--- src/tcs_pkg.sv ---
package tcs_pkg;
  localparam int DATA_W = 32;
  localparam int ENT_LAST = 32;
  localparam int ENT_NOFCS = 33;
  localparam int ENTRY_W = 34;
  localparam int FIFO_DEPTH = 8;
  localparam int CNT_W = 4;
  localparam int CFG1_NOFCS_BIT = 4;
  localparam int THR_MSB = 7;
  localparam int THR_LSB = 4;
  localparam int THR_W = 4;
  localparam int NEED_W = 5;
  localparam int THR_SHIFT = 1;
  localparam int DEFER_W = 8;
  localparam logic [NEED_W-1:0] THR_MIN_WORDS = 5'h01;
  localparam logic [THR_W-1:0] THR_ZERO = 4'h0;
  localparam logic [CNT_W-1:0] SPACE_LIMIT = 4'h5;
  localparam logic [DEFER_W-1:0] DEFER_ONE = 8'h01;
  localparam logic [DEFER_W:0] DEFER_ROUND = 9'h001;

  typedef enum logic [1:0] {ST_IDLE, ST_DEFER1, ST_DEFER2, ST_SEND} tcs_state_t;

  // words needed in the fifo before a start: twice the field, one word when the field is zero
  function automatic logic [NEED_W-1:0] tcs_need_words(input logic [THR_W-1:0] thr);
    logic [NEED_W-1:0] need;
    need = (thr == THR_ZERO) ? THR_MIN_WORDS : (NEED_W'(thr) << THR_SHIFT);
    return need;
  endfunction

  // closing third of the defer is half of the programmed part, rounded up
  function automatic logic [DEFER_W-1:0] tcs_tail_len(input logic [DEFER_W-1:0] first);
    logic [DEFER_W:0] sum;
    sum = {1'b0, first} + DEFER_ROUND;
    return sum[DEFER_W:1];
  endfunction
endpackage

--- src/tcs_stream_if.sv ---
`timescale 1ns/1ns
interface tcs_stream_if #(parameter int W = 32);
  logic valid;
  logic ready;
  logic [W-1:0] data;
  modport src (output valid, output data, input ready);
  modport snk (input valid, input data, output ready);
endinterface

--- src/tcs_fifo.sv ---
`timescale 1ns/1ns
module tcs_fifo #(
  parameter int W = 32,
  parameter int DEPTH = 8
) (
  // clock and reset
  input wire logic i_core_clk,
  input wire logic i_rst_n,
  // fill and drain sides
  tcs_stream_if.snk s_in,
  tcs_stream_if.src s_out,
  // fill level
  output logic [$clog2(DEPTH+1)-1:0] o_count
);
  import tcs_pkg::*;
  localparam int AW = $clog2(DEPTH);
  localparam int CW = $clog2(DEPTH+1);

  logic [W-1:0] mem [DEPTH];
  logic [AW-1:0] wr_ptr_r, wr_ptr_nxt, rd_ptr_r, rd_ptr_nxt;
  logic [CW-1:0] count_r, count_nxt;
  logic push, pop;

  // handshakes and storage read
  assign s_in.ready = (count_r != CW'(DEPTH));
  assign s_out.valid = (count_r != '0);
  assign s_out.data = mem[rd_ptr_r];
  assign o_count = count_r;
  assign push = s_in.valid & s_in.ready;
  assign pop = s_out.valid & s_out.ready;

  // pointer and level update
  always_comb begin
    wr_ptr_nxt = wr_ptr_r;
    rd_ptr_nxt = rd_ptr_r;
    count_nxt = count_r;
    if (push) begin
      wr_ptr_nxt = (wr_ptr_r == AW'(DEPTH-1)) ? '0 : wr_ptr_r + 1'b1;
    end
    if (pop) begin
      rd_ptr_nxt = (rd_ptr_r == AW'(DEPTH-1)) ? '0 : rd_ptr_r + 1'b1;
    end
    if (push && !pop) begin
      count_nxt = count_r + 1'b1;
    end else if (pop && !push) begin
      count_nxt = count_r - 1'b1;
    end
  end

  // reset empties the fifo
  always_ff @(posedge i_core_clk or negedge i_rst_n) begin
    if (!i_rst_n) begin
      wr_ptr_r <= '0;
      rd_ptr_r <= '0;
      count_r <= '0;
    end else begin
      wr_ptr_r <= wr_ptr_nxt;
      rd_ptr_r <= rd_ptr_nxt;
      count_r <= count_nxt;
    end
  end

  // storage array
  always_ff @(posedge i_core_clk) begin
    if (push) begin
      mem[wr_ptr_r] <= s_in.data;
    end
  end
endmodule

--- src/tcs_tx_crc_start.sv ---
`timescale 1ns/1ns
module tcs_tx_crc_start (
  // clock and reset
  input wire logic i_core_clk,
  input wire logic i_rst_n,
  // host write side
  input wire logic i_tx_fifo_write_strobe_enable,
  input wire logic [tcs_pkg::DATA_W-1:0] i_tx_data,
  input wire logic i_tx_last,
  input wire logic i_suppress_fcs_request,
  output logic o_tx_space,
  // configuration
  input wire logic [7:0] i_cfg1,
  input wire logic [7:0] i_cfg3,
  input wire logic [tcs_pkg::DEFER_W-1:0] i_defer_first,
  // line side
  input wire logic i_line_ready,
  output logic o_line_valid,
  output logic [tcs_pkg::DATA_W-1:0] o_line_data,
  output logic o_line_last,
  output logic o_line_append_fcs,
  output logic o_tx_start,
  output logic o_defer_first,
  output logic o_defer_second
);
  import tcs_pkg::*;

  tcs_stream_if #(.W(ENTRY_W)) wr_if ();
  tcs_stream_if #(.W(ENTRY_W)) rd_if ();

  logic we_q_r, we_q_nxt;
  logic pkt_open_r, pkt_open_nxt;
  logic nofcs_acc_r, nofcs_acc_nxt;
  logic pipe_vld_r, pipe_vld_nxt;
  logic [ENTRY_W-1:0] pipe_data_r, pipe_data_nxt;
  logic [CNT_W-1:0] pkt_cnt_r, pkt_cnt_nxt;
  tcs_state_t state_r, state_nxt;
  logic [DEFER_W-1:0] dcnt_r, dcnt_nxt;
  logic start_r, start_nxt;
  logic [CNT_W-1:0] fifo_count;
  logic accept, fcs_kill, nofcs_pkt, push_last, pop_last, thr_met;
  logic [THR_W-1:0] thr;
  logic [NEED_W-1:0] need;

  tcs_fifo #(.W(ENTRY_W), .DEPTH(FIFO_DEPTH)) u_fifo (
    .i_core_clk(i_core_clk),
    .i_rst_n(i_rst_n),
    .s_in(wr_if),
    .s_out(rd_if),
    .o_count(fifo_count)
  );

  // write pipeline: the cycle after the enable drops is still a write
  assign accept = i_tx_fifo_write_strobe_enable | we_q_r;
  assign fcs_kill = i_suppress_fcs_request | i_cfg1[CFG1_NOFCS_BIT];
  assign nofcs_pkt = nofcs_acc_r | fcs_kill;
  assign wr_if.valid = pipe_vld_r;
  assign wr_if.data = pipe_data_r;
  // keep room for the pipelined word and the trailing extra write
  assign o_tx_space = (fifo_count <= SPACE_LIMIT);

  // per packet fcs decision gathered over the whole write
  always_comb begin
    we_q_nxt = i_tx_fifo_write_strobe_enable;
    pipe_vld_nxt = accept;
    pipe_data_nxt = {nofcs_pkt, i_tx_last, i_tx_data};
    pkt_open_nxt = pkt_open_r;
    nofcs_acc_nxt = nofcs_acc_r;
    if (accept) begin
      pkt_open_nxt = !i_tx_last;
      nofcs_acc_nxt = !i_tx_last && nofcs_pkt;
    end else if (pkt_open_r && fcs_kill) begin
      nofcs_acc_nxt = 1'b1;
    end
  end

  // register the write pipeline and the per packet flag
  always_ff @(posedge i_core_clk or negedge i_rst_n) begin
    if (!i_rst_n) begin
      we_q_r <= 1'b0;
      pipe_vld_r <= 1'b0;
      pipe_data_r <= '0;
      pkt_open_r <= 1'b0;
      nofcs_acc_r <= 1'b0;
    end else begin
      we_q_r <= we_q_nxt;
      pipe_vld_r <= pipe_vld_nxt;
      pipe_data_r <= pipe_data_nxt;
      pkt_open_r <= pkt_open_nxt;
      nofcs_acc_r <= nofcs_acc_nxt;
    end
  end

  // count of whole packets sitting in the fifo
  assign push_last = pipe_vld_r & wr_if.ready & pipe_data_r[ENT_LAST];
  assign pop_last = rd_if.valid & rd_if.ready & rd_if.data[ENT_LAST];

  always_comb begin
    pkt_cnt_nxt = pkt_cnt_r + CNT_W'(push_last) - CNT_W'(pop_last);
  end

  // register the whole packet count
  always_ff @(posedge i_core_clk or negedge i_rst_n) begin
    if (!i_rst_n) begin
      pkt_cnt_r <= '0;
    end else begin
      pkt_cnt_r <= pkt_cnt_nxt;
    end
  end

  // threshold check, redone each clock while idle
  assign thr = i_cfg3[THR_MSB:THR_LSB];
  assign need = tcs_need_words(thr);
  assign thr_met = ({1'b0, fifo_count} >= need) || (pkt_cnt_r != '0);

  // start sequencer: threshold, programmed defer, closing defer, send
  always_comb begin
    state_nxt = state_r;
    dcnt_nxt = dcnt_r;
    start_nxt = 1'b0;
    unique case (state_r)
      ST_IDLE: begin
        if (thr_met) begin
          state_nxt = ST_DEFER1;
          dcnt_nxt = i_defer_first;
        end
      end
      ST_DEFER1: begin
        if (dcnt_r <= DEFER_ONE) begin
          state_nxt = ST_DEFER2;
          dcnt_nxt = tcs_tail_len(i_defer_first);
        end else begin
          dcnt_nxt = dcnt_r - 1'b1;
        end
      end
      ST_DEFER2: begin
        if (dcnt_r <= DEFER_ONE) begin
          state_nxt = ST_SEND;
          start_nxt = 1'b1;
        end else begin
          dcnt_nxt = dcnt_r - 1'b1;
        end
      end
      ST_SEND: begin
        if (pop_last) begin
          state_nxt = ST_IDLE;
        end
      end
    endcase
  end

  // register the start sequencer
  always_ff @(posedge i_core_clk or negedge i_rst_n) begin
    if (!i_rst_n) begin
      state_r <= ST_IDLE;
      dcnt_r <= '0;
      start_r <= 1'b0;
    end else begin
      state_r <= state_nxt;
      dcnt_r <= dcnt_nxt;
      start_r <= start_nxt;
    end
  end

  // line side drain
  assign rd_if.ready = (state_r == ST_SEND) & i_line_ready;
  assign o_line_valid = (state_r == ST_SEND) & rd_if.valid;
  assign o_line_data = rd_if.data[DATA_W-1:0];
  assign o_line_last = rd_if.data[ENT_LAST];
  assign o_line_append_fcs = rd_if.data[ENT_LAST] & !rd_if.data[ENT_NOFCS];
  assign o_tx_start = start_r;
  assign o_defer_first = (state_r == ST_DEFER1);
  assign o_defer_second = (state_r == ST_DEFER2);
endmodule

--- config.mk ---
export PLATFORM = sky130hd
export DESIGN_NAME = tcs_tx_crc_start
export DESIGN_NICKNAME = d
export VERILOG_FILES = /design/src/tcs_pkg.sv /design/src/tcs_stream_if.sv /design/src/tcs_fifo.sv /design/src/tcs_tx_crc_start.sv
export SDC_FILE = /design/constraint.sdc
export NUM_CORES = 1
export LEC_CHECK = 0
export ABC_AREA = 1
export CORE_MARGIN = 2
export CORE_UTILIZATION = 35
export CTS_BUF_LIST = sky130_fd_sc_hd__clkbuf_8
export DETAILED_ROUTE_END_ITERATION = 10
export DONT_BUFFER_PORTS = 1
export GPL_ROUTABILITY_DRIVEN = 0
export GPL_TIMING_DRIVEN = 1
export PLACE_DENSITY = 0.5
export RECOVER_POWER = 25
export SLEW_MARGIN = 0
export SYNTH_ARGS = -nofsm -noshare
export SYNTH_HDL_FRONTEND = slang
export SYNTH_HIERARCHICAL = 1
export SYNTH_SLANG_ARGS = --single-unit
--- constraint.sdc ---
create_clock -name i_core_clk -period 2.7 [get_ports i_core_clk]
set_input_delay 0.135 -clock i_core_clk [delete_from_list [all_inputs] [get_ports i_core_clk]]
set_output_delay 0.135 -clock i_core_clk [all_outputs]
set_load 0.01 [all_outputs]
==> reports/results.ini, run 1 <==
[run_status]
status=completed

[grt]
grt_use_met2_pct=26.5
grt.met3_usage_pct=3.22
grt_first_pass_wirelength_mm=51.8
grt_max_degree=77
grt_pass1_vias=9254
track_usage_pct=16.1
grtUsageMet1_pct=21.0
busiest_layer=met2
grt-ovfl-total=0
antenna_found_initial=1

[setup_path]
r2r_cells=10
reg2reg_slack_ps=230
path_class=register to primary output
cp.arrival_ps=2340
worst-endpoint-required_ps=2570
critPathMaxFanout=56
reg2reg_to=dcnt_r[2]$_DFFE_PN0P_
cp-end-kind=primary output
cp-start-kind=register
reg2reg_from=state_r[0]$_DFFE_PN0P_

[timing]
final.min_clock_period_ps=2470
fmax_mhz=405
rsz0062_at_grt=yes
report.final.slew_viol_count=0
timing.hold.ws_ps=59.4
final_hold_viol_count=0
slew_headroom_pct=59.2
fin_skew_ps=51.1
finalCritPeriodShare_pct=91.5
tightest_slew_ps=612
setup_viol=0
worst_slack_ps=230

[synth]
synth_cells=1314
ys_ff_latch=335
synth-async-reset-ratio_pct=18.8
synthMostInstantiatedCell=nand2_1
synth_top_family_by_area=simple AND/OR/NAND/NOR gates
synth_area_leaders=edfxtp_1 (58%), nand2_1 (13%), dfrtp_1 (11%), o21ai_0 (3.4%), nor2_1 (2.8%)
ys.flop_type=edfxtp_1
yosys.area_share.simple_pct=18.7
ys_warn_count=6
yosys.area.top_type_share_pct=57.5
yosysTopAreaCell=edfxtp_1
synth_area_sq_um=14200
synthTopCellsByCount=nand2_1 (495), edfxtp_1 (272), nor2_1 (107), o21ai_0 (96), dfrtp_1 (63)
synth-compound-area-share_pct=5.81
synth_edf_count=272
synth_seq_area_share_pct=68.6
synthXorXnorAreaFrac_pct=0.308
synth.distinct_cells=39
avgSynthCellArea_sq_um=10.8
muxShareOfSynthArea_pct=0
yosys.area_share.adder_pct=2.48
syn_nets=1403

[route]
routed_wirelength_mm=32.8
vias=9346
avgRoutedWirePerCell_um=16.5
drt_iter0_markers=457
viasPerCell=4.70
drc_errors=0
ant_nets=0
firstDrtPassIters=5

[clocking]
clk_pin_slew_ps=60
cts_tree=yes
cts.sinks=335
ctsRootBufferMaster=clkbuf_8
h-tree-depth=2
numCtsBuffers=57
post_cts_buffers=0
clock_path_buffers=3
clock_latency_ps=660

[layout]
nFillCells=3793
syn_to_final_growth_pct=17.4
num-nets-final=1502
stdcell_count=1987
drive_gt1_share_pct=9.51
n_antenna_cell=0

[floorplanning]
core_sq_um=39900
die_area_sq_um=42200
dieHeight_um=205
die_x_um=205
core.rowCount=73
pin_count=101
start_util_pct=35.6

[placed_design]
dp_hpwl_mm=17.3
dpl_worst_slack_ps=350
port_buffers=0
dp.cells=1808

[pwr]
ir_drop_v=0.000598
leakagePower_uw=0.00669
powerDensity_nw_per_um2=1070

[hold_path]
hold_class=primary input to register
hold_depth=8
min_from=i_defer_first[2]
min_to=dcnt_r[3]$_DFFE_PN0P_

[job]
drv_cap=0

## routing by layer
metal | wire length (um) | part of all wire [%]
met2 | 15300 | 47
met5 | 13 | 0.040
met3 | 1630 | 5.0
met1 | 15000 | 46
met4 | 839 | 2.6
## worst max-delay path by stage
stage                                              start                    endpoint  slack, ps  cells past startpoint
after floorplan            u_fifo/o_count[0]$_DFFE_PN0P_  u_fifo/mem[0][0]$_DFFE_PP_        -70                      6
after global placement    u_fifo/rd_ptr_r[0]$_DFFE_PN0P_      pkt_cnt_r[2]$_DFF_PN0_        380                     15
after detailed placement  u_fifo/rd_ptr_r[0]$_DFFE_PN0P_      pkt_cnt_r[2]$_DFF_PN0_        350                     15
after CTS                 u_fifo/rd_ptr_r[0]$_DFFE_PN0P_           o_line_append_fcs         30                      6
after global routing      u_fifo/rd_ptr_r[0]$_DFFE_PN0P_           o_line_append_fcs         -3                      9
final                     u_fifo/rd_ptr_r[0]$_DFFE_PN0P_           o_line_append_fcs        230                      9
## kinds of logic (layout without fill, tap and decap cells)
family | count (synthesis) | after routing
AO/OA/AOI/OAI | 161 | 161
XOR/XNOR | 5 | 5
adder cells (fa/ha/maj) | 27 | 27
buffers and inverters | 120 | 268
flip-flops | 335 | 335
AND/OR/NAND/NOR | 666 | 666
## repair_timing
item,in CTS,in global routing
endpoints found under the hold margin,114,0
hold buffers,71,0
resized for setup,3,6
endpoints found under the setup margin,20,18
## placed cells by master, fill, tap and decap left out, drive strengths merged
cell	synthesis	routed
nand2	509	509
edfxtp	272	272
o21ai	153	153
nor2	114	114
inv	62	88
dlygate4sd3	0	70
dfrtp	63	63
clkbuf	19	62
nand3	34	34
ha	25	25
buf	37	25
clkinv	2	20
xnor2	5	5
a21oi	4	4
nand4	3	3
or2	3	3
fa	2	2
clkinvlp	0	2
a21boi	2	2
or3	1	1
nor4	1	1
a221oi	1	1
nand3b	1	1
o21bai	1	1
bufinv	0	1
## per-stage QoR
step           power, uW  util (%)  TNS [ps]  instance area [sq um]
6_report           17800      41.8         0                  16700
5_1_grt            19200      41.8     -3.10                  16700
4_1_cts            18100      41.7         0                  16600
2_1_floorplan      11800         -    -18710                  14200
3_3_place_gp       13400      37.1         0                  14800
3_5_place_dp       13500      37.1         0                  14800
## state kept, by name (all words and copies together), names as in the netlist
name             flops
u_fifo/wr_ptr_r      3
pkt_cnt_r            4
u_fifo/o_count       4
u_fifo/rd_ptr_r      3
pkt_open_r           1
u_fifo/mem         272
pipe_data_r         34
state_r              2
nofcs_acc_r          1
we_q_r               1
pipe_vld_r           1
dcnt_r               8
o_tx_start           1
## worst max-delay path: stages (launching register included)
cell and delay (ps):
dfrtp_4 540, inv_4 110, clkbuf_8 390, nand2_1 90
nand2_1 70, nand2_1 40, o21ai_1 90, nand2_1 70
nand2_1 180, nor2_1 110
## layout make-up
class / count / area (sq um) / area share [%]
well taps: 525 / 657 / 3.94
clock buffers: 61 / 840 / 5.04
inverters: 64 / 248 / 1.49
repair buffers: 96 / 978 / 5.87
clock inverters: 47 / 248 / 1.49
multi-input cells: 859 / 3950 / 23.7
flip-flops and latches: 335 / 9750 / 58.5
## power breakdown
group	switching, uW	leakage (uW)	internal (uW)	total, uW
combinational	4380	0.00284	1930	6300
clock	2060	0.000636	2200	4260
sequential	454	0.00322	6760	7210
total	6890	0.00669	10900	17800
Power figures use the tool's default switching activity.
==> run 2, diff against run 1 <==
--- a/config.mk
+++ b/config.mk
@@ -7,13 +7,13 @@
 export LEC_CHECK = 0
 export ABC_AREA = 1
 export CORE_MARGIN = 2
-export CORE_UTILIZATION = 35
+export CORE_UTILIZATION = 60
 export CTS_BUF_LIST = sky130_fd_sc_hd__clkbuf_8
 export DETAILED_ROUTE_END_ITERATION = 10
 export DONT_BUFFER_PORTS = 1
 export GPL_ROUTABILITY_DRIVEN = 0
 export GPL_TIMING_DRIVEN = 1
-export PLACE_DENSITY = 0.5
+export PLACE_DENSITY = 0.78
 export RECOVER_POWER = 25
 export SLEW_MARGIN = 0
 export SYNTH_ARGS = -nofsm -noshare
==> reports/results.ini, run 2 (synthesized netlist as in run 1, its figures left out) <==
[clocking]
clock_path_buffers=3
cts.sinks=335
h-tree-depth=2
clock_latency_ps=590
cts_tree=yes
post_cts_buffers=0
ctsRootBufferMaster=clkbuf_8
clk_pin_slew_ps=60
numCtsBuffers=51

[grt]
antenna_found_initial=0
grt_first_pass_wirelength_mm=46.8
grt-ovfl-total=0
grt_pass1_vias=9428
track_usage_pct=24.3
grt_max_degree=112

[layout]
final_common_cell=nand2_1
regMostFlops=u_fifo/mem
largest_reg_flops=272
stdcell_count=1751
regArea_sq_um=9750
mostFrequentLayoutCells=nand2_1 (495), edfxtp_1 (272), nor2_1 (99), o21ai_0 (96), inv_1 (77)
top_regs=u_fifo/mem (272), pipe_data_r (34), dcnt_r (8)
syn_to_final_growth_pct=13.7
nFillCells=1576
n_antenna_cell=0
drive_gt1_share_pct=9.64
num-nets-final=1478
multi_input_area_sq_um=3940

[pwr]
combPwrFrac_pct=35.3
leakagePower_uw=0.00657
ir_drop_v=0.000740
switching_share_pct=37.9
power.switching_uw=6690
seqPwrFrac_pct=40.9
powerDensity_nw_per_um2=1090
p_total_uw=17600
clkPwrFrac_pct=23.9
power_report.internal_total_uw=10900

[run_status]
status=finished with violations
violations=capacitance limit, slew limit

[setup_path]
worstPathCellList=buf_6, o21ai_0, o21ai_0, nand2_1, nand2_1
worst-endpoint-required_ps=2570
cp-start-kind=register
path_class=register to primary output
path_buf_inv=1
critPathMaxFanout=111
cp_slowest_cell=buf_6
cp.arrival_ps=2420
critPathTopFamily=buffers and inverters
crit_path_max_incr_delay_ps=650
cp-end-kind=primary output

[timing]
worst_slack_ps=146
final.setup.tns_ps=0
fmax_mhz=392
final_hold_viol_count=0
fin_skew_ps=29.6
report.final.slew_viol_count=64
finalCritPeriodShare_pct=94.6
slew_headroom_pct=-15.9
final.min_clock_period_ps=2550
tightest_slew_ps=1740
setup_viol=0

[floorplanning]
die_x_um=158
die_area_sq_um=24900
core.rowCount=56
core_sq_um=23300
dieHeight_um=158
start_util_pct=60.9
pin_count=101

[route]
viasPerCell=5.37
avgRoutedWirePerCell_um=16.8
drc_errors=0
firstDrtPassIters=4
ant_nets=0
drt_iter0_markers=726
vias=9402
routed_wirelength_mm=29.3

[placed_design]
port_buffers=0
dp.cells=1604
dp_hpwl_mm=16.1
dpl_worst_slack_ps=229

[job]
drv_cap=1

[hold_path]
hold_class=primary input to register

-- run 2: changes by cell type in the layout (fill, tap and decap cells not counted), moves of 2 or more --
cell / change
buf_4: +5
buf_6: -2
bufinv_16: +3
clkbuf_8: -7
clkinv_1: -5
clkinv_2: +2
dlygate4sd3_1: -20
inv_1: -5
inv_8: +2
-- run 2: worst paths after layout --
kind / startpoint / endpoint / slack, ps / cells past startpoint
max in group asynchronous: i_rst_n / u_fifo/rd_ptr_r[0]$_DFFE_PN0P_ / 860 / 2
max reg2reg: u_fifo/rd_ptr_r[0]$_DFFE_PN0P_ / pkt_cnt_r[1]$_DFF_PN0_ / 160 / 15
min reg2reg: pkt_cnt_r[0]$_DFF_PN0_ / pkt_cnt_r[0]$_DFF_PN0_ / 500 / 1
min: i_defer_first[5] / dcnt_r[4]$_DFFE_PN0P_ / 40 / 7
max: u_fifo/rd_ptr_r[0]$_DFFE_PN0P_ / o_line_data[19] / 150 / 5
min in group asynchronous: i_rst_n / pipe_data_r[6]$_DFF_PN0_ / 550 / 2
-- run 2: worst reg2reg max path, cell delays in order, from the launching register on --
cell and delay, ps:
dfrtp_4 530, inv_4 210, nand2_1 80, nand2_1 70, nand2_1 60, o21ai_1 80, nand2_1 60, nand2_1 130
nand2_1 80, nor2_1 90, ha_1 230, inv_1 60, ha_1 150, inv_1 60, fa_1 500, inv_1 40
-- run 2: routing by layer --
layer | track usage, % | up-vias | share of wire, %
met1 | 31.7 | 4467 | 40
met5 | 0 | - | 0
met4 | 7.36 | 0 | 1.7
met2 | 41.8 | 360 | 50
li1 | - | 4529 | -
met3 | 4.71 | 46 | 7.7
-- run 2: area by class of cell --
type                       instances  share of cell area [%]
multi-input combinational        859                    24.4
sequential                       335                    60.4
inverter                          64                    1.53
timing repair buffer              78                    4.72
clock inverter                    41                    1.79
clock buffer                      55                    4.69
tap                              319                    2.47
-- run 2: repair_timing --
| item | 4_1_cts | 5_1_grt |
|---|---|---|
| setup endpoints to repair | 26 | 21 |
| gates resized for setup | 2 | 3 |
| endpoints found under the hold margin | 111 | 0 |
| hold buffers | 51 | 0 |
-- run 2: stage by stage --
stage	hold WS [ps]	cell area (sq um)	utilization [%]
4_1_cts	7.28	16200	69.3
3_5_place_dp	-157	14600	62.5
3_3_place_gp	-157	14600	62.5
6_report	40.4	16100	69.2
5_1_grt	57.9	16100	69.2
2_1_floorplan	-161	14200	-
-- run 2: power by group through the flow --
stage	clock (uW)	combinational [uW]	sequential [uW]
after floorplan	0	4560	7210
after global placement	0	5840	7250
after detailed placement	0	6010	7300
after CTS	4260	6200	7200
after global routing	4490	7030	7310
final	4210	6220	7210
==> run 3, diff against run 2 <==
--- a/config.mk
+++ b/config.mk
@@ -13,7 +13,7 @@
 export DONT_BUFFER_PORTS = 1
 export GPL_ROUTABILITY_DRIVEN = 0
 export GPL_TIMING_DRIVEN = 1
-export PLACE_DENSITY = 0.78
+export PLACE_DENSITY_LB_ADDON = 0.05
 export RECOVER_POWER = 25
 export SLEW_MARGIN = 0
 export SYNTH_ARGS = -nofsm -noshare
==> reports/results.ini, run 3 (synthesized netlist as in run 1, its figures left out) <==
[layout]
mostFrequentLayoutCells=nand2_1 (495), edfxtp_1 (272), nor2_1 (99), o21ai_0 (96), inv_1 (81)
final_util_pct=69.5
design_area_sq_um=16200
final_common_cell=nand2_1
num-nets-final=1478
regMostFlops=u_fifo/mem
largest_reg_flops=272
top_regs=u_fifo/mem (272), pipe_data_r (34), dcnt_r (8)
drive_gt1_share_pct=9.62
stdcell_count=1754
syn_to_final_growth_pct=14.3

[setup_path]
cp-end-kind=primary output
worst-endpoint-required_ps=2570
cp.arrival_ps=2390
cp-start-kind=register
reg2reg_from=dcnt_r[0]$_DFFE_PN0P_
path_class=register to primary output
critPathMaxFanout=48
cp-startpoint=u_fifo/rd_ptr_r[1]$_DFFE_PN0P_

[timing]
worst_slack_ps=176
finalCritPeriodShare_pct=93.5
setup_viol=0
rsz0062_at_grt=no
final.min_clock_period_ps=2520
slew_headroom_pct=-22.6
tightest_slew_ps=1840
fmax_mhz=396
report.final.slew_viol_count=64
fin_skew_ps=20.1
final.setup.tns_ps=0
final_hold_viol_count=0

[placed_design]
dp.cells=1602
placed_cell_area_sq_um=14600
dpl_worst_slack_ps=270
port_buffers=0
dp_hpwl_mm=15.9

[floorplanning]
core_sq_um=23300
dieHeight_um=158
die_area_sq_um=24900
pin_count=101
die_x_um=158
start_util_pct=60.9
core.rowCount=56

[run_status]
status=finished with violations
violations=capacitance limit, slew limit

[route]
ant_nets=0
avgRoutedWirePerCell_um=16.7
drc_errors=0
routed_wirelength_mm=29.4
firstDrtPassIters=5
viasPerCell=5.22
drt_iter0_markers=742
vias=9155

[grt]
track_usage_pct=24.4
grt_max_degree=125
grt_first_pass_wirelength_mm=46.3
grt-ovfl-total=0
antenna_found_initial=1
grt_pass1_vias=8954

[clocking]
clock_latency_ps=570
cts_tree=yes
post_cts_buffers=0
clock_path_buffers=3
h-tree-depth=2
numCtsBuffers=53
clk_pin_slew_ps=60
ctsRootBufferMaster=clkbuf_8
cts.sinks=335

[pwr]
power.switching_uw=6620
combPwrFrac_pct=35.4
seqPwrFrac_pct=40.7
ir_drop_v=0.000818
leakagePower_uw=0.00662
power_report.internal_total_uw=11100
clkPwrFrac_pct=23.9
powerDensity_nw_per_um2=1090
switching_share_pct=37.4

[hold_path]
hold_class=primary input to register
min_from=i_defer_first[2]

[job]
drv_cap=1

-- run 3: power groups by stage --
stage          clock [uW]  combinational (uW)  sequential (uW)
2_1_floorplan           0                4560             7210
3_3_place_gp            0                5960             7260
3_5_place_dp            0                6080             7290
4_1_cts              4290                6280             7200
5_1_grt              4520                7100             7300
6_report             4220                6260             7200
-- run 3: critical path, cell delays in order, from the launching register on --
cell	delay, ps
dfrtp_2	360
buf_4	300
buf_4	580
nand2_1	120
o21ai_1	100
nand2_1	60
nand2_1	150
nor2_1	100
-- run 3: path summary, 6_finish.rpt --
kind,depth (start not counted),slack (ps),end
max in group asynchronous,2,770,u_fifo/rd_ptr_r[0]$_DFFE_PN0P_
hold reg to reg,2,480,pkt_open_r$_DFFE_PN0N_
setup reg to reg,12,200,dcnt_r[3]$_DFFE_PN0P_
min in group asynchronous,2,590,pipe_data_r[32]$_DFF_PN0_
setup / recovery,7,180,o_line_append_fcs
hold / removal,7,60,dcnt_r[1]$_DFFE_PN0P_
-- run 3: stage by stage --
| step | total power, uW | hold slack, ps |
|---|---|---|
| floorplan | 11800 | -161 |
| global placement | 13200 | -159 |
| detailed placement | 13400 | -159 |
| CTS | 17800 | 21.4 |
| global route | 18900 | 86.0 |
| finish | 17700 | 55.1 |
-- run 3: metal layers --
metal  vias to the layer above  GRT usage, %  part of all wire, %
li1                       4532             -                    -
met1                      4344          32.2                   43
met2                       227          41.6                   49
met3                        52          4.46                  5.2
met4                         0          7.10                  2.1
met5                         -             0                    0
-- run 3: cell type report --
cell class,instances,area [sq um]
Inverter,64,248
Clock buffer,61,840
Fill cell,1721,7110
Antenna cell,1,2.50
Clock inverter,39,236
Tap cell,319,399
Timing Repair Buffer,76,808
Sequential cell,335,9750
Multi-Input combinational cell,859,3940
-- run 3: timing repair --
action / CTS / global route
hold endpoints to repair: 112 / 0
endpoints found under the setup margin: 19 / 13
hold buffers: 51 / 0
resized for setup: 3 / 3
